`src/include/fm_pkg.sv`:
```
package fm_pkg;
	// System clock rate
	localparam longint unsigned FM_CLK_HZ = 125_000_000;

	// Modbus register addresses
	localparam logic [15:0] FM_ADDR_FLOW = 16'h0006;
	localparam logic [15:0] FM_ADDR_CONS = 16'h0008;
	localparam logic [15:0] FM_ADDR_REV = 16'h000E;
	localparam logic [15:0] FM_ADDR_DIR = 16'h002A;

	// M-Bus value register addresses
	localparam logic [15:0] FM_MADDR_TOTAL = 16'h0001;
	localparam logic [15:0] FM_MADDR_FLOW = 16'h0002;
	localparam logic [15:0] FM_MADDR_STAT = 16'h0003;

	// M-Bus device addressing and flow direction field
	localparam logic [7:0] FM_MBUS_PRIMARY_RST = 8'h01;
	localparam logic [31:0] FM_DIR_NORMAL = 32'h0000_0000;
	localparam int FM_DIR_BIT = 0;

	// Send order of byte lanes: slot k sends lane FM_TX_ORDER[2k+:2] (1,0,3,2)
	localparam logic [7:0] FM_TX_ORDER = 8'hB1;
	localparam logic [1:0] FM_LAST_SLOT = 2'h3;
	localparam logic [7:0] FM_ERR_BYTE = 8'h00;

	// Times in their own units
	localparam longint unsigned FM_RSP_DELAY_MS = 7;
	localparam longint unsigned FM_RSP_TIMEOUT_MS = 100;
	localparam longint unsigned FM_RX_TIMEOUT_MS = 500;
	localparam longint unsigned FM_RTU_BAUD = 19200;
	localparam longint unsigned FM_RTU_CHAR_BITS = 10;
	localparam longint unsigned FM_RTU_GAP_CHARS = 7;

	// Cycle counts: least times round up, timeouts round down
	localparam int unsigned FM_RSP_DELAY_CYC = int'((FM_RSP_DELAY_MS * FM_CLK_HZ + 999) / 1000);
	localparam int unsigned FM_RSP_TIMEOUT_CYC = int'(FM_RSP_TIMEOUT_MS * FM_CLK_HZ / 1000);
	localparam int unsigned FM_RX_TIMEOUT_CYC = int'(FM_RX_TIMEOUT_MS * FM_CLK_HZ / 1000);
	localparam int unsigned FM_RTU_GAP_CYC = int'((FM_RTU_GAP_CHARS * FM_RTU_CHAR_BITS * FM_CLK_HZ
		+ FM_RTU_BAUD - 1) / FM_RTU_BAUD);

	// Answer sequencer states
	typedef enum logic [1:0] {FM_IDLE, FM_WAIT, FM_SEND} fm_state_t;
endpackage

```
`src/include/fm_tmr_if.sv`:
```
`timescale 1ns/1ps
`default_nettype none
// Start, stop and expiry of one timer
interface fm_tmr_if;
	logic start;
	logic stop;
	logic done;
	modport ctl (output start, output stop, input done);
	modport tmr (input start, input stop, output done);
endinterface
`default_nettype wire

```
`src/design/fm_tmr.sv`:
```
`timescale 1ns/1ps
`default_nettype none
module fm_tmr #(
	parameter int unsigned CYC = 16
) (
	input wire logic sys_clk,
	input wire logic srst_n,
	fm_tmr_if.tmr t
);
	logic run_r;
	logic [31:0] cnt_r;
	logic done_r;
	logic hit;

	assign hit = run_r && (cnt_r == 32'(CYC - 1));
	assign t.done = done_r;

	// Restartable one-shot, done pulses CYC cycles after the start
	always_ff @(posedge sys_clk or negedge srst_n) begin
		if (!srst_n) begin
			run_r <= 1'b0;
			cnt_r <= 32'h0;
			done_r <= 1'b0;
		end else begin
			done_r <= hit && !t.start && !t.stop;
			if (t.start) begin
				run_r <= 1'b1;
				cnt_r <= 32'h0;
			end else if (t.stop || hit) begin
				run_r <= 1'b0;
			end else if (run_r) begin
				cnt_r <= cnt_r + 32'h1;
			end
		end
	end
endmodule
`default_nettype wire

```
`src/design/fm_regmap.sv`:
```
`timescale 1ns/1ps
`default_nettype none
module fm_regmap
	import fm_pkg::*;
#(
	parameter int unsigned DELAY_CYC = FM_RSP_DELAY_CYC,
	parameter int unsigned RSP_TO_CYC = FM_RSP_TIMEOUT_CYC,
	parameter int unsigned RX_TO_CYC = FM_RX_TIMEOUT_CYC,
	parameter int unsigned GAP_CYC = FM_RTU_GAP_CYC,
	parameter logic [7:0] MBUS_PRIMARY = FM_MBUS_PRIMARY_RST,
	parameter logic [31:0] MBUS_SERIAL = 32'h1357_2468 // Arbitrary serial, eight BCD digits
) (
	input wire logic sys_clk,
	input wire logic rst_n,
	input wire logic [31:0] flow_rate_in,
	input wire logic [31:0] fwd_cons_in,
	input wire logic [31:0] rev_cons_in,
	input wire logic flow_reverse_in,
	input wire logic [31:0] mbus_status_in,
	input wire logic req_valid,
	output logic req_ready,
	input wire logic req_mbus,
	input wire logic req_tcp,
	input wire logic [7:0] req_conn,
	input wire logic req_write,
	input wire logic [15:0] req_addr,
	input wire logic req_secondary,
	input wire logic [31:0] req_dev_addr,
	input wire logic tcp_close,
	output logic tcp_busy,
	output logic rsp_valid,
	input wire logic rsp_ready,
	output logic [7:0] rsp_byte,
	output logic rsp_last,
	output logic rsp_err,
	output logic rsp_abort,
	input wire logic mbus_rx_byte,
	input wire logic mbus_rx_end,
	output logic mbus_rx_abort,
	input wire logic rtu_rx_byte,
	output logic rtu_frame_gap
);
	logic [1:0] rst_pipe_r;
	logic srst_n;
	logic [31:0] flow_rate_float_r, forward_consumption_total_r, reverse_consumption_total_r;
	logic [31:0] flow_direction_flag_r, mbus_status_word_r;
	fm_state_t st_r, st_nxt;
	logic [1:0] slot_r, slot_nxt;
	logic [31:0] val_r, val_nxt, dec_val;
	logic err_r, err_nxt, dec_hit, hit_dev, drop, foreign, accept;
	logic [7:0] conn_r;
	logic req_ready_r, tcp_busy_r, rsp_valid_r, rsp_last_r, rsp_err_r, rsp_abort_r;
	logic [7:0] rsp_byte_r;
	logic mbus_rx_abort_r, rtu_frame_gap_r;
	logic [31:0] wait_cnt_r;
	fm_tmr_if dly_if ();
	fm_tmr_if rto_if ();
	fm_tmr_if rxt_if ();
	fm_tmr_if gap_if ();

	// Reset release through two flip-flops
	always_ff @(posedge sys_clk or negedge rst_n) begin
		if (!rst_n) begin
			rst_pipe_r <= 2'h0;
		end else begin
			rst_pipe_r <= {rst_pipe_r[0], 1'b1};
		end
	end
	assign srst_n = rst_pipe_r[1];

	// Measurement registers follow the sensor side, never the bus
	always_ff @(posedge sys_clk or negedge srst_n) begin
		if (!srst_n) begin
			flow_rate_float_r <= 32'h0;
			forward_consumption_total_r <= 32'h0;
			reverse_consumption_total_r <= 32'h0;
			flow_direction_flag_r <= FM_DIR_NORMAL;
			mbus_status_word_r <= 32'h0;
		end else begin
			flow_rate_float_r <= flow_rate_in;
			forward_consumption_total_r <= fwd_cons_in;
			reverse_consumption_total_r <= rev_cons_in;
			flow_direction_flag_r <= FM_DIR_NORMAL;
			flow_direction_flag_r[FM_DIR_BIT] <= flow_reverse_in;
			mbus_status_word_r <= mbus_status_in;
		end
	end

	// Address decode for both register maps
	always_comb begin
		dec_hit = 1'b1;
		dec_val = 32'h0;
		if (req_mbus) begin
			case (req_addr)
				FM_MADDR_TOTAL: dec_val = forward_consumption_total_r;
				FM_MADDR_FLOW: dec_val = flow_rate_float_r;
				FM_MADDR_STAT: dec_val = mbus_status_word_r;
				default: dec_hit = 1'b0;
			endcase
		end else begin
			case (req_addr)
				FM_ADDR_FLOW: dec_val = flow_rate_float_r;
				FM_ADDR_CONS: dec_val = forward_consumption_total_r;
				FM_ADDR_REV: dec_val = reverse_consumption_total_r;
				FM_ADDR_DIR: dec_val = flow_direction_flag_r;
				default: dec_hit = 1'b0;
			endcase
		end
	end

	// Request qualification
	assign hit_dev = req_secondary ? (req_dev_addr == MBUS_SERIAL)
		: (req_dev_addr[7:0] == MBUS_PRIMARY);
	assign drop = req_mbus && !hit_dev;
	assign foreign = req_tcp && tcp_busy_r && (req_conn != conn_r);
	assign accept = req_valid && req_ready_r;
	assign val_nxt = accept ? dec_val : val_r;
	assign err_nxt = accept ? (req_write || !dec_hit || foreign) : err_r;

	// Answer sequencer
	always_comb begin
		st_nxt = st_r;
		slot_nxt = slot_r;
		unique case (st_r)
			FM_IDLE: begin
				slot_nxt = 2'h0;
				if (accept && !drop) begin
					st_nxt = req_mbus ? FM_WAIT : FM_SEND;
				end
			end
			FM_WAIT: begin
				if (dly_if.done) begin
					st_nxt = FM_SEND;
				end
			end
			FM_SEND: begin
				if (rto_if.done) begin
					st_nxt = FM_IDLE;
				end else if (rsp_ready && rsp_valid_r) begin
					if (rsp_last_r) begin
						st_nxt = FM_IDLE;
					end else begin
						slot_nxt = slot_r + 2'h1;
					end
				end
			end
		endcase
	end

	// Timer controls
	assign dly_if.start = accept && !drop && req_mbus;
	assign dly_if.stop = 1'b0;
	assign rto_if.start = (st_r == FM_WAIT) && dly_if.done;
	assign rto_if.stop = (st_r == FM_SEND) && (st_nxt == FM_IDLE);
	assign rxt_if.start = mbus_rx_byte;
	assign rxt_if.stop = mbus_rx_end;
	assign gap_if.start = rtu_rx_byte;
	assign gap_if.stop = 1'b0;

	fm_tmr #(.CYC(DELAY_CYC)) u_dly (.sys_clk(sys_clk), .srst_n(srst_n), .t(dly_if));
	fm_tmr #(.CYC(RSP_TO_CYC)) u_rto (.sys_clk(sys_clk), .srst_n(srst_n), .t(rto_if));
	fm_tmr #(.CYC(RX_TO_CYC)) u_rxt (.sys_clk(sys_clk), .srst_n(srst_n), .t(rxt_if));
	fm_tmr #(.CYC(GAP_CYC)) u_gap (.sys_clk(sys_clk), .srst_n(srst_n), .t(gap_if));

	// Sequencer state and answer bytes
	always_ff @(posedge sys_clk or negedge srst_n) begin
		if (!srst_n) begin
			st_r <= FM_IDLE;
			slot_r <= 2'h0;
			val_r <= 32'h0;
			err_r <= 1'b0;
			req_ready_r <= 1'b0;
			rsp_valid_r <= 1'b0;
			rsp_byte_r <= 8'h00;
			rsp_last_r <= 1'b0;
			rsp_err_r <= 1'b0;
			rsp_abort_r <= 1'b0;
		end else begin
			st_r <= st_nxt;
			slot_r <= slot_nxt;
			val_r <= val_nxt;
			err_r <= err_nxt;
			req_ready_r <= (st_nxt == FM_IDLE);
			rsp_valid_r <= (st_nxt == FM_SEND);
			rsp_byte_r <= err_nxt ? FM_ERR_BYTE : val_nxt[8 * FM_TX_ORDER[2 * slot_nxt +: 2] +: 8];
			rsp_last_r <= err_nxt || (slot_nxt == FM_LAST_SLOT);
			rsp_err_r <= err_nxt;
			rsp_abort_r <= (st_r == FM_SEND) && rto_if.done;
		end
	end

	// TCP connection ownership; an accepted poll that is not foreign wins over a same-cycle close
	always_ff @(posedge sys_clk or negedge srst_n) begin
		if (!srst_n) begin
			tcp_busy_r <= 1'b0;
			conn_r <= 8'h00;
		end else if (accept && req_tcp && !foreign) begin
			tcp_busy_r <= 1'b1;
			conn_r <= req_conn;
		end else if (tcp_close) begin
			tcp_busy_r <= 1'b0;
		end
	end

	// Link frame timeouts
	always_ff @(posedge sys_clk or negedge srst_n) begin
		if (!srst_n) begin
			mbus_rx_abort_r <= 1'b0;
			rtu_frame_gap_r <= 1'b0;
		end else begin
			mbus_rx_abort_r <= rxt_if.done;
			rtu_frame_gap_r <= gap_if.done;
		end
	end

	assign req_ready = req_ready_r;
	assign tcp_busy = tcp_busy_r;
	assign rsp_valid = rsp_valid_r;
	assign rsp_byte = rsp_byte_r;
	assign rsp_last = rsp_last_r;
	assign rsp_err = rsp_err_r;
	assign rsp_abort = rsp_abort_r;
	assign mbus_rx_abort = mbus_rx_abort_r;
	assign rtu_frame_gap = rtu_frame_gap_r;

	// Cycles spent waiting before an M-Bus answer
	always_ff @(posedge sys_clk or negedge srst_n) begin
		if (!srst_n) begin
			wait_cnt_r <= 32'h0;
		end else begin
			wait_cnt_r <= (st_r == FM_WAIT) ? wait_cnt_r + 32'h1 : 32'h0;
		end
	end
endmodule
`default_nettype wire

```
`config.mk`:
```
export PLATFORM = sky130hd
export DESIGN_NAME = fm_regmap
export DESIGN_NICKNAME = d
export VERILOG_FILES = /design/src/include/fm_pkg.sv /design/src/include/fm_tmr_if.sv /design/src/design/fm_tmr.sv /design/src/design/fm_regmap.sv
export SDC_FILE = /design/constraint.sdc
export NUM_CORES = 1
export LEC_CHECK = 0
export BUFFER_PORTS_ARGS = -buffer_cell sky130_fd_sc_hd__buf_2
export CAP_MARGIN = 25
export CORE_ASPECT_RATIO = 0.9
export CORE_MARGIN = 4
export CORE_UTILIZATION = 45
export CTS_BUF_LIST = sky130_fd_sc_hd__clkbuf_8 sky130_fd_sc_hd__clkbuf_16
export DETAILED_ROUTE_END_ITERATION = 8
export PLACE_DENSITY_LB_ADDON = 0.15
export SLEW_MARGIN = 20
export SYNTH_ARGS = -nofsm -noshare
export SYNTH_HDL_FRONTEND = slang
export SYNTH_HIERARCHICAL = 1
export SYNTH_SLANG_ARGS = --single-unit
```
`constraint.sdc`:
```
create_clock -name sys_clk -period 19.5 [get_ports sys_clk]
set_input_delay 2.925 -clock sys_clk [delete_from_list [all_inputs] [get_ports sys_clk]]
set_output_delay 2.925 -clock sys_clk [all_outputs]
set_load 0.1 [all_outputs]
```
==> results of run 1 <==
cell families after synthesis:
kind of cell / count (synthesis) / synth area share, %
other: 2 / 0.0490
adder cells (fa/ha/maj): 8 / 0.653
XOR/XNOR: 75 / 4.29
flip-flops: 327 / 53.4
buffers and inverters: 104 / 3.66
AND/OR/NAND/NOR: 563 / 20.8
multiplexers: 67 / 4.84
AO/OA/AOI/OAI: 264 / 12.2
stage by stage:
| step | utilization, % | cells | instance area (sq um) | total power [mW] |
|---|---|---|---|---|
| after CTS | 53.8 | 2090 | 17900 | 1.77 |
| after detailed placement | 50.0 | 2026 | 16600 | 1.06 |
| final | 53.8 | 2092 | 17900 | 1.75 |
| after global placement | 50.0 | 2026 | 16600 | 1.06 |
| after global routing | 53.8 | 2092 | 17900 | 1.83 |
| after floorplan | - | 1415 | 15300 | 0.977 |
registers in the layout, summed over array words and instances, names as in the netlist, 32 cells and up:
| register | cells |
|---|---|
| u_dly/cnt_r | 32 |
| val_r | 32 |
| mbus_status_word_r | 32 |
| u_rto/cnt_r | 32 |
| flow_rate_float_r | 32 |
| u_gap/cnt_r | 32 |
| u_rxt/cnt_r | 32 |
| forward_consumption_total_r | 32 |
| reverse_consumption_total_r | 32 |
area by class of cell:
cell class                 instances  share of cell area (%)
antenna                            1                  0.0140
clock buffer                      48                    6.08
clock inverter                    16                   0.838
inverter                          35                   0.733
multi-input combinational        984                    36.8
sequential                       327                    45.7
tap                              455                    3.18
timing repair buffer             226                    6.62
how the worst max path moves through the flow:
| stage | start | end | slack (ps) | cells past startpoint |
|---|---|---|---|---|
| 2_1_floorplan | rst_pipe_r[1] | conn_r[0] | 9710 | 0 |
| 3_3_place_gp | req_addr[3] | rsp_byte[3] | 13320 | 10 |
| 3_5_place_dp | req_addr[3] | rsp_byte[1] | 13200 | 10 |
| 4_1_cts | req_addr[3] | rsp_byte[1] | 13760 | 10 |
| 5_1_grt | req_addr[3] | rsp_byte[2] | 13540 | 10 |
| 6_report | req_addr[3] | rsp_byte[1] | 13740 | 10 |
cells in the final DEF, fill, tap and decap left out, types with 10 or more instances in the layout:
cell | synthesis | final
nand2_1 | 63 | 63
nor3_1 | 38 | 38
nor2_1 | 147 | 146
mux2i_1 | 28 | 28
clkbuf_8 | 5 | 10
xor2_1 | 44 | 44
or4_1 | 23 | 23
nand3_1 | 49 | 49
clkbuf_16 | 0 | 38
a22oi_1 | 11 | 11
mux2_2 | 30 | 30
a21oi_1 | 68 | 68
and4_1 | 10 | 10
inv_1 | 34 | 39
o21ai_0 | 53 | 53
o31ai_1 | 18 | 18
nand4_1 | 45 | 45
nor4b_1 | 10 | 10
and2_1 | 19 | 19
a221o_1 | 12 | 12
nor2b_1 | 27 | 27
buf_2 | 10 | 212
nor4_1 | 38 | 38
buf_4 | 5 | 13
a211oi_2 | 13 | 13
or3_1 | 24 | 24
dfrtp_1 | 327 | 326
xnor2_1 | 31 | 31
layer usage:
metal  GRT usage (%)  wire length (um)  up-vias
li1                -                 -     5542
met4            5.48               800        2
met2            32.2             18000      294
met3            3.84              2140       62
met5               0                 7        -
met1            31.9             19100     5847
worst register-to-register path: stages, from the launching register on:
cell and delay [ps]:
dfrtp_1 420, inv_1 130, ha_1 200, and2_1 130, buf_4 360, o22ai_1 150
nand2_1 120, a21boi_0 110, and2_1 200, nand2b_2 260, nor3_1 750, nand3_1 180
xor2_1 180, nor2_1 50
power groups by stage:
stage / Clock [mW] / Sequential (mW) / Combinational, mW
2_1_floorplan: 0 / 0.821 / 0.157
3_3_place_gp: 0 / 0.782 / 0.276
3_5_place_dp: 0 / 0.784 / 0.280
4_1_cts: 0.716 / 0.772 / 0.281
5_1_grt: 0.745 / 0.777 / 0.306
6_report: 0.697 / 0.772 / 0.280
==> impl_metrics.json, run 1 <==
{
  "postRouteAntennaNets": 0,
  "hp-class": "flip-flop to flip-flop",
  "seqPwrFrac_pct": 44.1,
  "cts-root-buf": "clkbuf_16",
  "mappedNetlistArea_sq_um": 15300,
  "p_sw_share_pct": 27.8,
  "worstPathCellList": "buf_2 -> buf_4 -> or3_2 -> nor4_4 -> and2_1 -> buf_4 -> a22oi_1 -> a211oi_2 -> o22ai_1 -> a2111oi_1",
  "fin_tns_setup_ps": 0,
  "clkTransAtPathRegs_ps": 60,
  "setup_viol": 0,
  "multi_input_area_sq_um": 6600,
  "synth_cell_types": 95,
  "dieArea_sq_um": 37100,
  "min-delay-start": "u_gap/t.done",
  "cts_tree": "built",
  "synth_edf_count": 0,
  "synthFlopType": "dfrtp_1",
  "fin_skew_ps": 28.5,
  "rr_startpoint": "st_r[1]",
  "p_switching_mw": 0.486,
  "die_width_um": 202,
  "drt_wl_total_um": 40100,
  "ir_drop_mv": 0.0647,
  "yosysWarnings": 6,
  "crit_family": "simple AND/OR/NAND/NOR gates",
  "synth_area_per_cell_sq_um": 10.9,
  "layout-drive-gt1-share_pct": 23.5,
  "slowest_stage": "or3_2",
  "track_usage_pct": 21.3,
  "required_ps": 19900,
  "synthArstFlopShare_pct": 100,
  "yosys.area.top_type_share_pct": 53.4,
  "grt-ovfl-total": 0,
  "drv_slew": 0,
  "cp_max_fo": 37,
  "p_leak_nw": 7.80,
  "worstSkewPairLatency_ps": 540,
  "dp_hpwl_um": 27600,
  "hold-worst-slack_ps": 348,
  "first_pass_iters": 5,
  "post_cts_buffers": 0,
  "grt_max_degree": 78,
  "worst_pin_slew_ps": 976,
  "crit_type": "input port to flip-flop",
  "place_congestion": 0.842,
  "vias": 11700,
  "synthCells": 1410,
  "cts_buffer_depth": 3,
  "cp_num_buf_inv": 3,
  "period_share_pct": 29.5,
  "wl_per_cell_um": 19.2,
  "first_global_vias": 11500,
  "cpMostUsedCell": "buf_4",
  "cts_hold_buf": 0,
  "min_path_cells": 0,
  "drc_errors": 0,
  "power-per-cell-area_nw_per_um2": 97.7,
  "synth_seq_cells": 327,
  "antenna_found_initial": 2,
  "seq_area_frac_synth_pct": 53.4,
  "cts_sinks": 327,
  "synth.most_common_cell": "dfrtp_1",
  "pwr-share-clk_pct": 39.9,
  "cp-end-kind": "flip-flop",
  "worstReg2RegEnd": "u_rto/cnt_r[16]",
  "grt_pass1_wl_um": 63700,
  "max-cap-violations": 0,
  "die_h_um": 183,
  "nFillCells": 3038,
  "via_per_inst": 5.62,
  "rows": 63,
  "port-buffer-count": 212,
  "synth.area.top_cells": "dfrtp_1 (53%), nor2_1 (3.6%), xor2_1 (2.5%)",
  "critical_path.max_stage_delay_ps": 570,
  "hold_violations": 0,
  "start_util_pct": 46.1,
  "placeableCoreArea_sq_um": 33300,
  "reg2reg_depth": 13,
  "fmax_mhz": 174,
  "rsz0062_at_grt": "false",
  "intPower_mw": 1.26,
  "p_comb_share_pct": 16.0,
  "hold_path_end": "rtu_frame_gap",
  "slew_headroom_pct": 34.4,
  "cts_resized": 0,
  "drtIter0Drc": 825,
  "status": "completed",
  "cts_buffers": 36,
  "cp-start-kind": "input port",
  "critPathArrivalTime_ps": 6160,
  "cts_max_level": 2,
  "setup_slack_ps": 13740,
  "area_growth_pct": 16.9,
  "pre_cts_slack_ps": 13200,
  "pin_count": 213,
  "synth_common_cells": "dfrtp_1 (327), nor2_1 (147), a21oi_1 (68)",
  "seqCellArea_sq_um": 8190,
  "yosysTopAreaCell": "dfrtp_1",
  "regToRegSetupSlack_ps": 16120,
  "nets": 1815,
  "fin_crit_ps": 5760
}
No activity file was read; power rests on OpenSTA's default activity.
==> inputs of run 2 (changes only) <==
clock period = 5.15 ns   (was 19.5 ns; I/O delays follow)
==> impl_metrics.json, run 2 (synthesized netlist as in run 1, its figures left out) <==
{
  "cp_max_fo": 7,
  "cts-root-buf": "clkbuf_16",
  "post_cts_buffers": 0,
  "setup_viol": 0,
  "period_share_pct": 66.7,
  "final_cells": 2096,
  "clkTransAtPathRegs_ps": 60,
  "startpoint": "req_dev_addr[27]",
  "dp_cells": 2026,
  "cp_num_buf_inv": 1,
  "most-common-layout-cells": "dfrtp_1 (326), buf_2 (212), nor2_1 (146)",
  "worstReg2RegEnd": "u_rto/cnt_r[14]",
  "placeableCoreArea_sq_um": 33300,
  "power_mw": 6.52,
  "fin_tns_setup_ps": 0,
  "required_ps": 5540,
  "grt-ovfl-total": 0,
  "cts_hold_buf": 1,
  "rr_startpoint": "st_r[1]",
  "cts_buffer_depth": 3,
  "dieArea_sq_um": 37100,
  "drv_slew": 0,
  "reg2reg_depth": 13,
  "die_h_um": 183,
  "critPathArrivalTime_ps": 3830,
  "p_leak_nw": 7.83,
  "fin_crit_ps": 3440,
  "fin_skew_ps": 12.6,
  "die_width_um": 202,
  "nets": 1817,
  "rsz0062_at_grt": "false",
  "rows": 63,
  "crit_type": "input port to flip-flop",
  "place_congestion": 0.813,
  "via_per_inst": 5.61,
  "cts_sinks": 327,
  "first_global_vias": 11700,
  "hp-class": "flip-flop to asynchronous set/reset pin",
  "worstSkewPairLatency_ps": 530,
  "wl_per_cell_um": 19.1,
  "fmax_mhz": 291,
  "cts_buffers": 37,
  "cts_max_level": 2,
  "drt_wl_total_um": 39900,
  "postRouteAntennaNets": 0,
  "ir_drop_mv": 0.244,
  "worstPathCellList": "buf_2 -> nor4b_1 -> nand4_1 -> o21ai_0 -> nand3_1 -> nand2_1 -> a21boi_0 -> and2_1 -> nand2b_2 -> nor3_1 -> nand4_1 -> xor2_1 -> nor2_1",
  "drtIter0Drc": 788,
  "slew_headroom_pct": 33.3,
  "worst_pin_slew_ps": 992,
  "grt_max_degree": 118,
  "max-cap-violations": 0,
  "port-buffer-count": 212,
  "status": "completed",
  "dp_hpwl_um": 27300,
  "cts_tree": "built",
  "vias": 11800,
  "critical_path.max_stage_delay_ps": 740,
  "power-per-cell-area_nw_per_um2": 364,
  "pin_count": 213,
  "track_usage_pct": 21.3,
  "hold_violations": 0,
  "first_pass_iters": 4,
  "area_growth_pct": 16.9,
  "antenna_found_initial": 6,
  "cts_resized": 0,
  "cp-end-kind": "flip-flop",
  "slowest_stage": "nor3_1",
  "drc_errors": 0,
  "regToRegSetupSlack_ps": 1820,
  "cpMostUsedCell": "nand4_1",
  "layout_commonest_cell": "dfrtp_1",
  "start_util_pct": 46.1,
  "hold-worst-slack_ps": 211,
  "layout-drive-gt1-share_pct": 23.1,
  "cp-start-kind": "input port",
  "crit_family": "simple AND/OR/NAND/NOR gates",
  "grt_pass1_wl_um": 63800
}
## run 2: final cells by class
class	instances	area, sq um
fillers	2996	15400
flip-flops and latches	327	8190
multi-input cells	984	6600
repair buffers	227	1230
clock buffers	46	1070
well taps	455	569
inverters	35	131
clock inverters	19	108
diodes	3	7.51
## run 2: power by group
group          total, mW  switching, mW  internal, mW
clock network       2.53           1.02          1.51
registers           2.92          0.109          2.81
logic               1.07          0.678         0.396
total               6.52           1.81          4.71
## run 2: stage by stage
step / utilization (%) / setup WS, ps / area (sq um)
2_1_floorplan: - / 1750 / 15300
3_3_place_gp: 50.1 / 1200 / 16700
3_5_place_dp: 50.1 / 1080 / 16700
4_1_cts: 53.7 / 1640 / 17900
5_1_grt: 53.8 / 1390 / 17900
6_report: 53.8 / 1710 / 17900
## run 2: how the worst max path moves through the flow
stage / end / slack, ps / cells after the start
after floorplan: u_rto/cnt_r[28] / 1750 / 12
after global routing: u_rto/cnt_r[16] / 1390 / 13
final: u_rto/cnt_r[14] / 1710 / 13
after CTS: u_rto/cnt_r[14] / 1640 / 13
after detailed placement: u_rto/cnt_r[14] / 1080 / 13
after global placement: u_rto/cnt_r[14] / 1200 / 13
## run 2: per-layer routing
metal  vias up  track usage (%)  share of wire [%]
met3        46             4.58                5.6
li1       5545                -                  -
met1      5861             30.6                 47
met2       292             33.7                 46
met4         6             4.40                1.4
met5         -                0               0.10
